### config.mk
export PLATFORM = sky130hd
export DESIGN_NAME = otfs_selector
export DESIGN_NICKNAME = d
export VERILOG_FILES = /design/src/rtl/otfs_selector.v
export VERILOG_INCLUDE_DIRS = /design/src /design/src/rtl
export SDC_FILE = /design/constraint.sdc
export NUM_CORES = 1
export LEC_CHECK = 0
export BUFFER_PORTS_ARGS = -buffer_cell sky130_fd_sc_hd__buf_2
export CORE_MARGIN = 8
export CORE_UTILIZATION = 60
export DETAILED_ROUTE_END_ITERATION = 7
export GPL_TIMING_DRIVEN = 0
export PLACE_DENSITY = 0.95
export SLEW_MARGIN = 20
export SYNTH_ARGS = -nofsm -noshare
export SYNTH_HDL_FRONTEND = slang
export SYNTH_SLANG_ARGS = --single-unit
### constraint.sdc
create_clock -name clock -period 7.03 [get_ports clock]
set_input_delay 0.3515 -clock clock [delete_from_list [all_inputs] [get_ports clock]]
set_output_delay 0.3515 -clock clock [all_outputs]
set_load 0.02 [all_outputs]
### src/rtl/otfs_defines.vh
// Purpose: Shared constants for the output terminal function selector
// Assumes: 32-bit AHB-Lite register bus, one word per register
// Notes:   Selection codes, register offsets, reset values and widths
`ifndef OTFS_DEFINES_VH
`define OTFS_DEFINES_VH

// Selection codes held in each terminal's selection register
`define OTFS_CODE_NONE        16'h0000
`define OTFS_CODE_RUN         16'h0001
`define OTFS_CODE_SPEED       16'h0002
`define OTFS_CODE_FREQ_ONE    16'h0003
`define OTFS_CODE_FREQ_TWO    16'h0004
`define OTFS_CODE_ZERO_RUN    16'h0005
`define OTFS_CODE_ZERO_STOP   16'h0006
`define OTFS_CODE_TORQUE_ONE  16'h0007
`define OTFS_CODE_TORQUE_TWO  16'h0008
`define OTFS_CODE_READY       16'h0009
`define OTFS_CODE_LOW_VOLT    16'h000A
`define OTFS_CODE_FAULT       16'h000B
`define OTFS_CODE_OVERHEAT    16'h000D
`define OTFS_CODE_BRAKE       16'h000E
`define OTFS_CODE_FEEDBACK    16'h000F
`define OTFS_CODE_SLIP        16'h0010
`define OTFS_CODE_SPEED_STOP  16'h0028
`define OTFS_CODE_MOTOR_SPEED 16'h002B
`define OTFS_CODE_LOW_CURRENT 16'h002C
`define OTFS_CODE_SERIAL      16'h0033
`define OTFS_CODE_CARD        16'h0034
`define OTFS_CODE_FIRE        16'h0035
`define OTFS_CODE_SAFE_A      16'h0042
`define OTFS_CODE_ANALOG      16'h0043
`define OTFS_CODE_SAFE_B      16'h0044
`define OTFS_CODE_FWD_RUN     16'h004B
`define OTFS_CODE_REV_RUN     16'h004C

// Register byte offsets
`define OTFS_SEL_BASE         8'h00
`define OTFS_SEL_LAST         8'h3C
`define OTFS_SERIAL_OUT       8'h40
`define OTFS_CARD_OUT         8'h44
`define OTFS_TERM_STATE       8'h48

// Reset values
`define OTFS_SEL_RESET        16'h0000
`define OTFS_DIRECT_RESET     16'h0000

// Widths
`define OTFS_CODE_W           16
`define OTFS_MAX_TERM         16

`endif

### src/rtl/otfs_selector.v
// Purpose: Per-terminal selection of a drive condition onto digital outputs
// Assumes: Condition inputs come from logic on the same clock; AHB-Lite slave
// Notes:   Zero wait states; outputs and bus answers are registered
// Register map, one aligned word each, upper bits read zero:
//   0x00 + 4n  selection code of terminal n (16 bits)
//   0x40       direct values for code 51, bit n per terminal
//   0x44       direct values for code 52, bit n per terminal
//   0x48       terminal state, read only
// Unmapped offsets read zero and drop writes; the slave never stalls.
// A read in the cycle after a write to the same offset sees the new value.
//
// The placing of the registers and the AHB-Lite slave port were decided locally.
`timescale 1ns/100ps
`default_nettype none
`include "otfs_defines.vh"

module otfs_selector #(
    parameter NUM_TERM = 4                  // Number of output terminals
) (
    input  wire                 clock,
    input  wire                 rst,
    // AHB-Lite slave
    input  wire                 hsel,
    input  wire [31:0]          haddr,
    input  wire [1:0]           htrans,
    input  wire                 hwrite,
    input  wire [2:0]           hsize,
    input  wire [31:0]          hwdata,
    input  wire                 hready,
    output reg                  hreadyout,
    output reg  [31:0]          hrdata,
    output reg                  hresp,
    // Drive conditions, all active high
    input  wire                 driveRunning,
    input  wire                 speedReached,
    input  wire                 freqReachedOne,
    input  wire                 freqReachedTwo,
    input  wire                 freqCmdZero,
    input  wire                 overTorqueOne,
    input  wire                 overTorqueTwo,
    input  wire                 drivePowered,
    input  wire                 errorPresent,
    input  wire                 lowBusVoltage,
    input  wire                 faultActive,
    input  wire                 faultIsLowVoltage,
    input  wire                 overheatWarn,
    input  wire                 softBrakeActive,
    input  wire                 feedbackError,
    input  wire                 slipError,
    input  wire                 motorSpeedDetect,
    input  wire                 lowCurrentDetect,
    input  wire                 fireMode,
    input  wire                 safetyOutput,
    input  wire                 analogLevelReached,
    input  wire                 runForward,
    input  wire                 runReverse,
    // Terminal drive
    output reg  [NUM_TERM-1:0]  termOut
);

    // Condition vector indices
    localparam C_RUN   = 0;
    localparam C_SPD   = 1;
    localparam C_F1    = 2;
    localparam C_F2    = 3;
    localparam C_ZRUN  = 4;
    localparam C_ZSTP  = 5;
    localparam C_T1    = 6;
    localparam C_T2    = 7;
    localparam C_RDY   = 8;
    localparam C_LV    = 9;
    localparam C_FLT   = 10;
    localparam C_HOT   = 11;
    localparam C_BRK   = 12;
    localparam C_FB    = 13;
    localparam C_SLIP  = 14;
    localparam C_SSTP  = 15;
    localparam C_MSPD  = 16;
    localparam C_LCUR  = 17;
    localparam C_FIRE  = 18;
    localparam C_SA    = 19;
    localparam C_AN    = 20;
    localparam C_SB    = 21;
    localparam C_FWD   = 22;
    localparam C_REV   = 23;
    localparam C_NUM   = 24;

    // Reset value of the direct-drive registers, cut to the terminal count
    localparam [15:0]        DIRECT_RST = `OTFS_DIRECT_RESET;

    // Configuration and bus state
    reg  [`OTFS_CODE_W-1:0]  sel_q [0:NUM_TERM-1];  // Per-terminal selection codes
    reg  [NUM_TERM-1:0]      serialOut_q;           // Values written over serial link
    reg  [NUM_TERM-1:0]      cardOut_q;             // Values written by the comm card
    reg                      wrPend_q;              // Write data phase pending
    reg  [7:0]               wrAddr_q;              // Latched write offset
    reg  [31:0]              rdData;                // Read word for the next data phase
    wire                     addrPhase;             // Valid transfer taken this edge
    wire [C_NUM-1:0]         cond;                  // Derived conditions
    wire [NUM_TERM-1:0]      term_d;                // Next terminal states
    integer                  k;                     // Loop index of the write process
    integer                  j;                     // Loop index of the read decode

    assign addrPhase = hsel & htrans[1] & hready;

    // Derived conditions from raw drive status
    // Status inputs come from logic on this clock, so no synchroniser sits here
    // Running, speed and frequency thresholds
    assign cond[C_RUN]  = driveRunning;
    assign cond[C_SPD]  = speedReached;
    assign cond[C_F1]   = freqReachedOne;
    assign cond[C_F2]   = freqReachedTwo;

    // Zero frequency command, with and without the stopped state
    assign cond[C_ZRUN] = freqCmdZero & driveRunning;
    assign cond[C_ZSTP] = freqCmdZero | ~driveRunning;

    // Torque, readiness, supply and fault
    assign cond[C_T1]   = overTorqueOne;
    assign cond[C_T2]   = overTorqueTwo;
    assign cond[C_RDY]  = drivePowered & ~errorPresent;
    assign cond[C_LV]   = lowBusVoltage;
    assign cond[C_FLT]  = faultActive & ~faultIsLowVoltage;

    // Warnings and detected errors
    assign cond[C_HOT]  = overheatWarn;
    assign cond[C_BRK]  = softBrakeActive;
    assign cond[C_FB]   = feedbackError;
    assign cond[C_SLIP] = slipError;

    // Speed reached or stopped, speed and current detection
    assign cond[C_SSTP] = speedReached | ~driveRunning;
    assign cond[C_MSPD] = motorSpeedDetect;
    assign cond[C_LCUR] = lowCurrentDetect;

    // Fire mode, safety output in both senses, analog level
    assign cond[C_FIRE] = fireMode;
    assign cond[C_SA]   = safetyOutput;
    assign cond[C_AN]   = analogLevelReached;
    assign cond[C_SB]   = ~safetyOutput;

    // Direction counts only while running, so a stopped drive shows neither
    assign cond[C_FWD]  = driveRunning & runForward;
    assign cond[C_REV]  = driveRunning & runReverse;

    // Picks one condition for a selection code
    // Undefined codes fall to the default branch and stay inactive
    function pick_cond;
        input [`OTFS_CODE_W-1:0] code;
        input [C_NUM-1:0]        c;
        input                    serialBit;
        input                    cardBit;
        begin
            case (code)
                // No function
                `OTFS_CODE_NONE:        pick_cond = 1'b0;

                // Running, speed and frequency thresholds
                `OTFS_CODE_RUN:         pick_cond = c[C_RUN];
                `OTFS_CODE_SPEED:       pick_cond = c[C_SPD];
                `OTFS_CODE_FREQ_ONE:    pick_cond = c[C_F1];
                `OTFS_CODE_FREQ_TWO:    pick_cond = c[C_F2];

                // Zero frequency command
                `OTFS_CODE_ZERO_RUN:    pick_cond = c[C_ZRUN];
                `OTFS_CODE_ZERO_STOP:   pick_cond = c[C_ZSTP];

                // Torque, readiness, supply and fault
                `OTFS_CODE_TORQUE_ONE:  pick_cond = c[C_T1];
                `OTFS_CODE_TORQUE_TWO:  pick_cond = c[C_T2];
                `OTFS_CODE_READY:       pick_cond = c[C_RDY];
                `OTFS_CODE_LOW_VOLT:    pick_cond = c[C_LV];
                `OTFS_CODE_FAULT:       pick_cond = c[C_FLT];

                // Warnings and detected errors
                `OTFS_CODE_OVERHEAT:    pick_cond = c[C_HOT];
                `OTFS_CODE_BRAKE:       pick_cond = c[C_BRK];
                `OTFS_CODE_FEEDBACK:    pick_cond = c[C_FB];
                `OTFS_CODE_SLIP:        pick_cond = c[C_SLIP];

                // Speed reached or stopped, speed and current detection
                `OTFS_CODE_SPEED_STOP:  pick_cond = c[C_SSTP];
                `OTFS_CODE_MOTOR_SPEED: pick_cond = c[C_MSPD];
                `OTFS_CODE_LOW_CURRENT: pick_cond = c[C_LCUR];

                // Values written by software over the two links
                `OTFS_CODE_SERIAL:      pick_cond = serialBit;
                `OTFS_CODE_CARD:        pick_cond = cardBit;

                // Fire mode, safety output and analog level
                `OTFS_CODE_FIRE:        pick_cond = c[C_FIRE];
                `OTFS_CODE_SAFE_A:      pick_cond = c[C_SA];
                `OTFS_CODE_ANALOG:      pick_cond = c[C_AN];
                `OTFS_CODE_SAFE_B:      pick_cond = c[C_SB];

                // Direction while running
                `OTFS_CODE_FWD_RUN:     pick_cond = c[C_FWD];
                `OTFS_CODE_REV_RUN:     pick_cond = c[C_REV];

                // Every other code, undefined ones included
                default:                pick_cond = 1'b0;
            endcase
        end
    endfunction

    // Selection register index for an offset, or NUM_TERM when none
    // Only aligned words inside the selection window map to a terminal
    function integer sel_index;
        input [7:0] off;
        begin
            if ((off[1:0] == 2'b00) && (off <= `OTFS_SEL_LAST)
                && ({2'b00, off[7:2]} < NUM_TERM))
                sel_index = {26'h0000000, off[7:2]};
            else
                sel_index = NUM_TERM;
        end
    endfunction

    // One independent selector per terminal
    // Each terminal reads only its own code, so terminals never interfere
    genvar t;
    generate
        for (t = 0; t < NUM_TERM; t = t + 1)
        begin : gTerm
            assign term_d[t] = pick_cond(sel_q[t], cond, serialOut_q[t], cardOut_q[t]);
        end
    endgenerate

    // Terminal output register; a terminal follows its condition one edge late
    always @(posedge clock)
    begin
        if (rst)
            termOut <= {NUM_TERM{1'b0}};            // All terminals inactive in reset
        else
            termOut <= term_d;                      // Registered selector result
    end

    // Address phase capture; writes land one cycle later in the data phase
    always @(posedge clock)
    begin
        if (rst)
        begin
            wrPend_q <= 1'b0;
            wrAddr_q <= 8'h00;
        end
        else if (hready)
        begin
            // Held while the bus stalls, so a data phase keeps its offset
            wrPend_q <= addrPhase & hwrite;
            wrAddr_q <= haddr[7:0];
        end
    end

    // Register writes in the data phase
    always @(posedge clock)
    begin
        if (rst)
        begin
            for (k = 0; k < NUM_TERM; k = k + 1)
                sel_q[k] <= `OTFS_SEL_RESET;
            serialOut_q <= DIRECT_RST[NUM_TERM-1:0];
            cardOut_q   <= DIRECT_RST[NUM_TERM-1:0];
        end
        else if (wrPend_q)
        begin
            // Writes to unmapped offsets are dropped
            for (k = 0; k < NUM_TERM; k = k + 1)
                if (sel_index(wrAddr_q) == k)
                    sel_q[k] <= hwdata[`OTFS_CODE_W-1:0];
            if (wrAddr_q == `OTFS_SERIAL_OUT)
                serialOut_q <= hwdata[NUM_TERM-1:0];
            if (wrAddr_q == `OTFS_CARD_OUT)
                cardOut_q <= hwdata[NUM_TERM-1:0];
        end
    end

    // Read data, prepared in the address phase so it stands in the data phase
    always @*
    begin
        rdData = 32'h0000_0000;
        for (j = 0; j < NUM_TERM; j = j + 1)
            if (sel_index(haddr[7:0]) == j)
                rdData = {16'h0000, sel_q[j]};
        if (haddr[7:0] == `OTFS_SERIAL_OUT)
            rdData[NUM_TERM-1:0] = serialOut_q;
        if (haddr[7:0] == `OTFS_CARD_OUT)
            rdData[NUM_TERM-1:0] = cardOut_q;
        if (haddr[7:0] == `OTFS_TERM_STATE)
            rdData[NUM_TERM-1:0] = termOut;
        // A write still in its data phase has not landed yet: show what it
        // leaves behind, cut to the register's width, and nothing for unmapped
        // offsets or the read-only terminal state
        if (wrPend_q && (wrAddr_q == haddr[7:0]))
        begin
            if (sel_index(haddr[7:0]) < NUM_TERM)
                rdData = {16'h0000, hwdata[`OTFS_CODE_W-1:0]};
            else if ((haddr[7:0] == `OTFS_SERIAL_OUT) || (haddr[7:0] == `OTFS_CARD_OUT))
                rdData[NUM_TERM-1:0] = hwdata[NUM_TERM-1:0];
        end
    end

    // Bus answer registers; ready once out of reset, always OKAY
    always @(posedge clock)
    begin
        if (rst)
        begin
            hreadyout <= 1'b0;                      // Not ready while in reset
            hrdata    <= 32'h0000_0000;
            hresp     <= 1'b0;
        end
        else
        begin
            hreadyout <= 1'b1;                      // No wait states are inserted
            hresp     <= 1'b0;                      // Every access answers OKAY
            // Read data stands until the next read address phase is taken
            if (addrPhase && !hwrite)
                hrdata <= rdData;
        end
    end

endmodule

`default_nettype wire

==> reports/qor.tcl, run 1 <==
set qor(status) {completed}
set qor(timing.critical_path.slowest_stage_cell) {or3b_4}
set qor(ant_nets) 0
set qor(post-cts-setup-buffers) 0
set qor(async_reset_ff_frac) 0
set qor(start_util) 0.607
set qor(timing.critical_path.required_ns) 7.13
set qor(post_dp_hpwl_mm) 14.6
set qor(cts_num_sinks) 102
set qor(num_antenna_cells) 0
set qor(dp_cells) 895
set qor(synth.avg_cell_area_sq_um) 9.86
set qor(vdd_drop_max_mv) 0.175
set qor(netlist_instances) 662
set qor(detailroute.via_count) 5960
set qor(ff2ff_path_depth) 5
set qor(grt_first_pass_wirelength_mm) 30.5
set qor(viasPerCell) 6.54
set qor(min_delay_worst_endpoint) {wrAddr_q[0]$_SDFFE_PP0P_}
set qor(layout.cells.most_common_list) {buf_2 (86), edfxtp_1 (64), and2_1 (59)}
set qor(clk_transition_reported_paths_ns) 0.09
set qor(finalHoldViolCount) 0
set qor(die_area_sq_mm) 0.0145
set qor(power_density_relative_to_cell_area_mw_per_mm2) 161
set qor(path_delay_family) {simple AND/OR/NAND/NOR gates}
set qor(ctsRootBufferMaster) {clkbuf_8}
set qor(endpoint_kind) {flop}
set qor(synth_sequential_area_ratio) 0.411
set qor(die_w_um) 120
set qor(dpl_cell_area_sq_mm) 0.00719
set qor(firstDrtPassIters) 5
set qor(drt-initial-drc-count) 759
set qor(cp.arrival_ns) 2.37
set qor(power.leakage_nw) 2.83
set qor(timing.clock.skew_ns) 0.0136
set qor(nNetsFinal) 863
set qor(synth-warning-count) 0
set qor(fillCellCount) 798
set qor(clock_latency_ns) 0.38
set qor(critPathKind) {flop to flop}
set qor(drcViolationCount) 0
set qor(overall_routing_resource_usage) 0.266
set qor(ctsHoldBuffers) 0
set qor(drv_slew) 0
set qor(postCtsResizedCells) 0
set qor(tns_ns) 0
set qor(r2r_end) {sel_q[3][3]$_SDFFCE_PN0P_}
set qor(ys.flop_type) {edfxtp_1}
set qor(worstSetupStartpoint) {wrAddr_q[0]$_SDFFE_PP0P_}
set qor(final.period_utilization) 0.324
set qor(timing.reg2reg.setup_slack_ns) 4.76
set qor(r2r_start) {wrAddr_q[0]$_SDFFE_PP0P_}
set qor(synth-edff-count) 64
set qor(critical_path.n_buffers_inverters) 1
set qor(drt-total-wl_mm) 19.3
set qor(rsz0062_at_grt) {no}
set qor(core_footprint_sq_mm) 0.0107
set qor(cts_tree) {done}
set qor(critPathMaxStageDelay_ns) 0.46
set qor(layout_commonest_cell) {buf_2}
set qor(crit_cells) 5
set qor(seqCellArea_sq_mm) 0.00268
set qor(number_of_clock_buffers_inserted_by_tritoncts) 9
set qor(number_of_antenna_violations_at_the_first_check_in_global_routing) 0
set qor(cts-htree-levels) 3
set qor(multi_input_comb_area_sq_mm) 0.00349
set qor(route.detailed.wl_per_inst_um) 21.2
set qor(path_cells) {nor4_1 -> nand3b_1 -> or3b_4 -> o21ai_2 -> buf_6}
set qor(layout.cells.non_filler) 911
set qor(maxcap_viol_count) 0
set qor(worst-path-max-fanout) 9
set qor(post_synth_instance_area_sq_mm) 0.00653
set qor(globalRouteOverflowTotal) 0
set qor(fin_crit_ns) 2.27
set qor(place.gp.congestion) 0.960
set qor(grt_start_max_net_pins) 18
set qor(first_global_vias) 5792
set qor(hold_start) {haddr[0]}
set qor(clk_path_buf_depth) 2
set qor(worstHoldPathCells) 3
set qor(slew_headroom) 0.422
set qor(number_of_storage_elements_in_the_synthesis_netlist) 102
set qor(area_delta_synth_final_pct) 12.8
set qor(io_pins) 135
set qor(worst_pin_slew_ns) 0.859
set qor(port_buffer_cells) 73
set qor(min-delay-path-class) {input pin to flop}
set qor(setup_viol) 0
set qor(synth.distinct_cells) 70
set qor(postLayoutCellArea_sq_mm) 0.00736
set qor(vertical_extent_of_the_die_um) 120
set qor(start_kind) {flop}
set qor(site_row_count) 38
set qor(max_freq_mhz) 440
set qor(layout-drive-gt1-share) 0.232
synthesized netlist by cell type (all sizes together), types with 6 or more instances:
cell type	count	area, sq um
and2	65	414
edfxtp	64	1920
nor2	51	201
nand2	40	150
buf	39	264
dfxtp	38	761
o21ai	31	155
mux2i	29	290
clkbuf	25	93.8
inv	20	75.1
a22oi	17	128
mux4	16	360
a21oi	15	75.1
mux2	15	169
nor3	15	108
nand3	13	65.1
nor4	13	81.3
nor2b	11	68.8
nor4b	11	96.3
a31oi	10	62.6
nand3b	10	75.1
nand2b	9	56.3
nand4	8	50.1
o22ai	8	50.1
xnor2	8	70.1
a32oi	6	52.6
and3	6	37.5
nand4b	6	52.6
cell type report:
class,instances,area share
well taps,140,0.0238
flip-flops and latches,102,0.364
clock buffers,9,0.0168
plain buffers,64,0.0486
multi-input cells,492,0.473
repair buffers,77,0.0562
inverters,20,0.0102
clock inverters,7,0.00680
registers in the layout (all words and copies together) (netlist names):
signal and flops:
wrPend_q 1, cardOut_q 4, sel_q 64, hreadyout 1, hrdata 16, wrAddr_q 8
serialOut_q 4, termOut 4
tightest hold or removal path, stage by stage:
cell	delay, ns
buf_2	0.12
mux2i_1	0.07
nor2_1	0.07
routing by layer:
metal,vias to the layer above,track usage,part of all wire
met5,-,0,0
met4,0,0.135,0.039
met3,72,0.0732,0.12
met2,428,0.436,0.48
met1,2803,0.316,0.37
li1,2657,-,-
kinds of logic (layout without fill, tap and decap cells):
family / count (synthesis) / after routing / share of synthesized area
AO/OA/AOI/OAI: 126 / 126 / 0.133
XOR/XNOR: 9 / 9 / 0.0121
buffers and inverters: 84 / 177 / 0.0663
flip-flops: 102 / 102 / 0.411
multiplexers: 60 / 60 / 0.126
other: 1 / 17 / 0.000575
AND/OR/NAND/NOR: 280 / 280 / 0.251
worst max-delay path by stage:
stage	endpoint	slack (ns)
global route	sel_q[3][3]$_SDFFCE_PN0P_	4.63
finish	sel_q[3][3]$_SDFFCE_PN0P_	4.76
global placement	sel_q[0][10]$_SDFFCE_PN0P_	3.56
floorplan	sel_q[2][0]$_SDFFCE_PN0P_	4.29
detailed placement	sel_q[3][9]$_SDFFCE_PN0P_	4.84
CTS	sel_q[3][3]$_SDFFCE_PN0P_	4.76
report_power, final:
group / total [mW] / switching (mW) / internal [mW]
clock network: 0.340 / 0.210 / 0.130
registers: 0.666 / 0.0162 / 0.650
logic: 0.183 / 0.109 / 0.0736
total: 1.19 / 0.336 / 0.853
metrics by stage:
step	setup slack, ns	util	hold slack, ns	power [mW]
2_1_floorplan	4.29	-	0.460	0.787
3_3_place_gp	3.56	0.663	0.475	0.847
3_5_place_dp	4.84	0.669	0.486	0.856
4_1_cts	4.76	0.685	0.256	1.18
5_1_grt	4.63	0.685	0.268	1.22
6_report	4.76	0.685	0.270	1.19
No activity file was read; power rests on OpenSTA's default activity.
==> inputs of run 2 (changes only) <==
Settings changed: CORE_UTILIZATION 60 to 56, PLACE_DENSITY 0.95 to 0.9.
Clock period 7.03 ns to 2.1 ns, I/O delays scaled along.
==> reports/qor.tcl, run 2 (synthesis gave the netlist of run 1 again) <==
set qor(hold_start) {haddr[1]}
set qor(max_freq_mhz) 484 ;# +10%
set qor(route.detailed.wl_per_inst_um) 22.9 ;# +8.1%
set qor(timing.critical_path.slowest_stage_cell) {or3b_4}
set qor(layout-drive-gt1-share) 0.251 ;# +0.0185
set qor(site_row_count) 39 ;# +2.6%
set qor(r2r_start) {wrAddr_q[0]$_SDFFE_PP0P_}
set qor(clock_latency_ns) 0.35 ;# -0.03 ns
set qor(start_kind) {flop}
set qor(met3_length_mm) 2.36 ;# +2.3%
set qor(num_antenna_cells) 0 ;# unchanged
set qor(uppermost_routed_layer) {met4}
set qor(port_buffer_cells) 73 ;# unchanged
set qor(power_density_relative_to_cell_area_mw_per_mm2) 590 ;# +270%
set qor(grt_start_max_net_pins) 17 ;# -1
set qor(timing.critical_path.required_ns) 2.32 ;# -4.81 ns
set qor(path_cells) {nor4_2 -> nand3b_1 -> or3b_4 -> nor3_4 -> buf_6 -> and2_1}
set qor(worstSetupStartpoint) {wrAddr_q[0]$_SDFFE_PP0P_}
set qor(drt-initial-drc-count) 857 ;# +13%
set qor(worst-path-max-fanout) 10 ;# +1
set qor(drcViolationCount) 0 ;# unchanged
set qor(critical_path.n_buffers_inverters) 1 ;# unchanged
set qor(layout_commonest_cell) {buf_2}
set qor(maxcap_viol_count) 0 ;# unchanged
set qor(final.period_utilization) 0.984 ;# +0.661
set qor(firstDrtPassIters) 6 ;# +1
set qor(routedLengthMet1_mm) 7.57 ;# +7.5%
set qor(setup_viol) 0 ;# unchanged
set qor(grt_first_pass_wirelength_mm) 31.4 ;# +3.0%
set qor(slew_headroom) 0.415 ;# -0.00725
set qor(drt-total-wl_mm) 21.1 ;# +9.3%
set qor(ff2ff_path_depth) 6 ;# +1
set qor(core_footprint_sq_mm) 0.0114 ;# +6.3%
set qor(path_delay_family) {simple AND/OR/NAND/NOR gates}
set qor(vertical_extent_of_the_die_um) 124 ;# +3.0%
set qor(die_area_sq_mm) 0.0154 ;# +6.2%
set qor(post_dp_hpwl_mm) 14.7 ;# +0.61%
set qor(cts-htree-levels) 3 ;# unchanged
set qor(globalRouteOverflowTotal) 0 ;# unchanged
set qor(cts_tree) {done}
set qor(power.leakage_nw) 2.98 ;# +5.5%
set qor(fin_crit_ns) 2.07 ;# -0.208 ns
set qor(critPathMaxStageDelay_ns) 0.49 ;# +0.03 ns
set qor(vdd_drop_max_mv) 0.821 ;# +370%
set qor(drv_slew) 0 ;# unchanged
set qor(clk_path_buf_depth) 2 ;# unchanged
set qor(number_of_antenna_violations_at_the_first_check_in_global_routing) 0 ;# unchanged
set qor(timing.clock.skew_ns) 0.00946 ;# -0.00411 ns
set qor(rsz0062_at_grt) {yes}
set qor(tns_ns) 0 ;# unchanged
set qor(die_w_um) 124 ;# +3.0%
set qor(largest-register) {sel_q}
set qor(clk_transition_reported_paths_ns) 0.06 ;# -0.03 ns
set qor(ctsRootBufferMaster) {clkbuf_16}
set qor(cp.arrival_ns) 2.28 ;# -0.09 ns
set qor(min-delay-path-class) {input pin to flop}
set qor(endpoint_kind) {flop}
set qor(dp_cells) 895 ;# unchanged
set qor(nNetsFinal) 870 ;# +0.81%
set qor(status) {completed}
set qor(pre_cts_ws_ns) -0.285 ;# -5.13 ns
set qor(cts_num_sinks) 102 ;# unchanged
set qor(io_pins) 135 ;# unchanged
set qor(viasPerCell) 6.65 ;# +1.6%
set qor(detailroute.via_count) 6122 ;# +2.7%
set qor(detail_route_met2_wl_mm) 10.1 ;# +10%
set qor(worstHoldPathCells) 3 ;# unchanged
set qor(largestRegisters) {sel_q (64), hrdata (16), wrAddr_q (8)}
set qor(first_global_vias) 5803 ;# +0.19%
set qor(timing.final.ws_setup_ns) 0.0335 ;# -4.72 ns
set qor(layout.cells.non_filler) 921 ;# +1.1%
set qor(overall_routing_resource_usage) 0.266 ;# about the same
set qor(number_of_clock_buffers_inserted_by_tritoncts) 9 ;# unchanged
set qor(start_util) 0.572 ;# -0.0358
set qor(finalHoldViolCount) 0 ;# unchanged
set qor(crit_cells) 6 ;# +1
set qor(place.gp.congestion) 0.932 ;# -2.9%
set qor(largest_register_ff_count) 64 ;# unchanged
set qor(layout.cells.most_common_list) {buf_2 (86), edfxtp_1 (64), and2_1 (59)}
set qor(ant_nets) 0 ;# unchanged
set qor(worst_pin_slew_ns) 0.878 ;# +0.0188 ns
set qor(critPathKind) {flop to flop}
set qor(area_delta_synth_final_pct) 17.4
-- run 2: worst reg2reg max path, stage by stage (launching register included) --
cell	delay (ns)
dfxtp_1	0.35
nor4_2	0.32
nand3b_1	0.17
or3b_4	0.49
nor3_4	0.26
buf_6	0.19
and2_1	0.16
-- run 2: final cells by class --
cell class | count | area (sq um)
timing repair buffer | 84 | 494
inverter | 20 | 75.1
clock buffer | 13 | 275
fill | 832 | 3760
tap | 143 | 179
buffer | 64 | 373
clock inverter | 3 | 17.5
sequential | 102 | 2680
multi-input combinational | 492 | 3560
-- run 2: layer usage --
| layer | up-vias | track usage |
|---|---|---|
| met1 | 2855 | 0.313 |
| met3 | 96 | 0.0544 |
| met2 | 488 | 0.447 |
| met4 | 0 | 0.148 |
| li1 | 2683 | - |
| met5 | - | 0 |
-- run 2: worst paths after layout --
check,to,slack [ns]
setup / recovery,sel_q[2][12]$_SDFFCE_PN0P_,0.03
hold / removal,wrAddr_q[1]$_SDFFE_PP0P_,0.07
hold reg to reg,hrdata[1]$_SDFFE_PP0P_,0.50
setup reg to reg,sel_q[2][12]$_SDFFCE_PN0P_,0.03
-- run 2: per-stage QoR --
stage | total power [mW] | utilization | cell area [sq um] | hold slack, ns
detailed placement | 2.86 | 0.627 | 7160 | 0.403
global placement | 2.84 | 0.624 | 7130 | 0.399
floorplan | 2.64 | - | 6590 | 0.249
finish | 4.52 | 0.671 | 7660 | 0.0707
CTS | 4.46 | 0.662 | 7560 | 0.0452
global route | 4.62 | 0.671 | 7660 | 0.0879
-- run 2: what timing repair did --
| action | in CTS | in global routing |
|---|---|---|
| pin swaps | 3 | 4 |
| buffers inserted | 5 | 4 |
| hold buffers | 0 | 0 |
| hold endpoints to repair | 0 | 0 |
| gates resized for setup | 7 | 19 |
| cloned | 0 | 1 |
| setup endpoints to repair | 58 | 78 |
-- run 2: power breakdown --
group / switching [mW] / total, mW / leakage [nW] / internal, mW
Combinational: 0.385 / 0.646 / 1.87 / 0.261
Sequential: 0.0581 / 2.24 / 0.972 / 2.18
Clock: 0.720 / 1.64 / 0.144 / 0.918
Total: 1.16 / 4.52 / 2.98 / 3.36
==> inputs of run 3 (changes only) <==
Settings changed: CORE_UTILIZATION 56 to 60, GPL_TIMING_DRIVEN 0 to not set, PLACE_DENSITY 0.9 to 0.95.
Clock period 2.1 ns to 2.4 ns, I/O delays scaled along.
==> reports/qor.tcl, run 3 (synthesis gave the netlist of run 1 again) <==
set qor(status) {completed}
set qor(place.gp.congestion) 0.953 ;# +2.2%
set qor(tns_ns) 0 ;# unchanged
set qor(core_footprint_sq_mm) 0.0107 ;# -5.9%
set qor(timing.critical_path.slowest_stage_cell) {nor2_2}
set qor(port_buffer_cells) 73 ;# unchanged
set qor(ctsHoldBuffers) 0 ;# unchanged
set qor(overall_routing_resource_usage) 0.257 ;# -0.00919
set qor(finalPower_mw) 3.64 ;# -20%
set qor(use_met1) 0.288 ;# -0.0252
set qor(critPathMaxStageDelay_ns) 0.50 ;# about the same
set qor(post-cts-setup-buffers) 0 ;# -5
set qor(finalHoldViolCount) 0 ;# unchanged
set qor(number_of_antenna_violations_at_the_first_check_in_global_routing) 0 ;# unchanged
set qor(globalRouteOverflowTotal) 0 ;# unchanged
set qor(power.leakage_nw) 2.72 ;# -8.7%
set qor(layout_commonest_cell) {buf_2}
set qor(critical_path.n_buffers_inverters) 0 ;# -1
set qor(cp.arrival_ns) 2.34 ;# +0.06 ns
set qor(power.sequential.fraction) 0.543 ;# +0.048
set qor(share_comb_of_total_power) 0.130 ;# -0.013
set qor(cts-htree-levels) 3 ;# unchanged
set qor(layout-drive-gt1-share) 0.218 ;# -0.0330
set qor(number_of_clock_buffers_inserted_by_tritoncts) 9 ;# unchanged
set qor(nNetsFinal) 818 ;# -6.0%
set qor(grt_first_pass_wirelength_mm) 29.4 ;# -6.4%
set qor(postLayoutCellArea_sq_mm) 0.00717 ;# -6.4%
set qor(clk_transition_reported_paths_ns) 0.10 ;# +0.04 ns
set qor(worst_pin_slew_ns) 0.817 ;# -0.0609 ns
set qor(maxcap_viol_count) 0 ;# unchanged
set qor(grt_start_max_net_pins) 34 ;# +17
set qor(start_kind) {flop}
set qor(power_dissipated_by_switching_net_loads_mw) 0.937 ;# -19%
set qor(timing.hold.ws_ns) 0.0154 ;# -0.0553 ns
set qor(globalRouteMet2Util) 0.443 ;# -0.00450
set qor(critPathKind) {flop to flop}
set qor(clock_power_share) 0.327 ;# -0.035
set qor(detailroute.via_count) 5671 ;# -7.4%
set qor(cts_tree) {done}
set qor(vdd_drop_max_mv) 0.873 ;# +6.3%
set qor(drt-initial-drc-count) 636 ;# -26%
set qor(io_pins) 135 ;# unchanged
set qor(path_cells) {nor4_1 -> nand3b_1 -> or3_4 -> nor2_2 -> and2_1}
set qor(die_area_sq_mm) 0.0145 ;# -5.8%
set qor(num_antenna_cells) 0 ;# unchanged
set qor(layout.cells.most_common_list) {buf_2 (73), edfxtp_1 (64), and2_1 (59)}
set qor(postCtsResizedCells) 0 ;# -7
set qor(p_int_mw) 2.70 ;# -20%
set qor(ctsRootBufferMaster) {clkbuf_8}
set qor(final.period_utilization) 0.873 ;# -0.111
set qor(fin_crit_ns) 2.10 ;# +0.0293 ns
set qor(viasPerCell) 6.55 ;# -1.5%
set qor(ant_nets) 0 ;# unchanged
set qor(endpoint_kind) {flop}
set qor(timing.critical_path.required_ns) 2.64 ;# +0.32 ns
set qor(timing.clock.skew_ns) 0.0105 ;# +0.00105 ns
set qor(site_row_count) 38 ;# -2.6%
set qor(path_delay_family) {simple AND/OR/NAND/NOR gates}
set qor(drv_slew) 0 ;# unchanged
set qor(die_w_um) 120 ;# -3.0%
set qor(max_freq_mhz) 477 ;# -1.4%
set qor(cts_num_sinks) 102 ;# unchanged
set qor(dpl_cell_area_sq_mm) 0.00694 ;# -3.1%
set qor(slew_headroom) 0.453 ;# +0.0386
set qor(route.detailed.wl_per_inst_um) 21.5 ;# -6.1%
set qor(drt-total-wl_mm) 18.6 ;# -12%
set qor(area_delta_synth_final_pct) 9.84
set qor(clk_path_buf_depth) 2 ;# unchanged
set qor(fillCellCount) 843 ;# +1.3%
set qor(vertical_extent_of_the_die_um) 120 ;# -3.0%
set qor(netSwitchingFraction) 0.258 ;# +0.000539
set qor(post_dp_hpwl_mm) 14.2 ;# -3.7%
set qor(first_global_vias) 5566 ;# -4.1%
set qor(gr-max-usage-layer) {met2}
set qor(firstDrtPassIters) 5 ;# -1
set qor(met3_usage) 0.0466 ;# -0.00778
set qor(rsz0062_at_grt) {no}
set qor(power_density_relative_to_cell_area_mw_per_mm2) 507 ;# -14%
set qor(drcViolationCount) 0 ;# unchanged
set qor(start_util) 0.607 ;# +0.0358
set qor(setup_viol) 0 ;# unchanged
set qor(min-delay-path-class) {input pin to flop}
set qor(largest-register) {sel_q}
set qor(clock_latency_ns) 0.38 ;# +0.03 ns
set qor(largest_register_ff_count) 64 ;# unchanged
set qor(largestRegisters) {sel_q (64), hrdata (16), wrAddr_q (8)}
set qor(worst-path-max-fanout) 16 ;# +6
-- run 3: changes by cell type in the layout (fill, tap and decap cells not counted), sizes merged --
cell      delta
buf         -27
clkbuf      -26
bufinv       +1
clkinvlp     -1
inv          +1
-- run 3: area by class of cell --
type,count,area (sq um),area share
multi-input cells,492,3470,0.484
flip-flops and latches,102,2680,0.374
repair buffers,96,538,0.0751
clock buffers,12,176,0.0246
well taps,140,175,0.0244
inverters,20,75.1,0.0105
clock inverters,4,50.0,0.00698
-- run 3: final timing paths --
check,startpoint,cells past startpoint,to,slack [ns]
min,hwrite,3,wrPend_q$_SDFFE_PP0P_,0.02
min reg2reg,wrPend_q$_SDFFE_PP0P_,2,wrPend_q$_SDFFE_PP0P_,0.50
max,wrAddr_q[0]$_SDFFE_PP0P_,5,sel_q[1][3]$_SDFFCE_PN0P_,0.30
max reg2reg,wrAddr_q[0]$_SDFFE_PP0P_,5,sel_q[1][3]$_SDFFCE_PN0P_,0.30
-- run 3: power groups by stage --
stage                     combinational (mW)  clock [mW]  sequential (mW)
after floorplan                        0.334           0             1.97
after global placement                 0.444           0             2.00
after detailed placement               0.463           0             2.01
after CTS                              0.465        1.20             1.97
after global routing                   0.507        1.25             1.98
final                                  0.473        1.19             1.97
-- run 3: per-layer routing --
| metal | vias to the layer above | wire [um] | part of all wire |
|---|---|---|---|
| met5 | - | 0 | 0 |
| met4 | 0 | 904 | 0.049 |
| met3 | 77 | 1720 | 0.093 |
| met2 | 350 | 9030 | 0.49 |
| met1 | 2676 | 6950 | 0.37 |
| li1 | 2568 | - | - |
-- run 3: metrics by stage --
| stage | setup WS (ns) | instances | util |
|---|---|---|---|
| 6_report | 0.304 | 866 | 0.667 |
| 5_1_grt | 0.164 | 866 | 0.667 |
| 3_5_place_dp | 0.342 | 850 | 0.646 |
| 3_3_place_gp | 0.412 | 850 | 0.646 |
| 4_1_cts | 0.315 | 866 | 0.667 |
| 2_1_floorplan | -0.338 | 678 | - |
-- run 3: worst reg2reg max path, delay by kind of cell (launching register included) --
kind / cells / cell delay [ns]
simple gates: 5 / 1.63
flops: 1 / 0.34
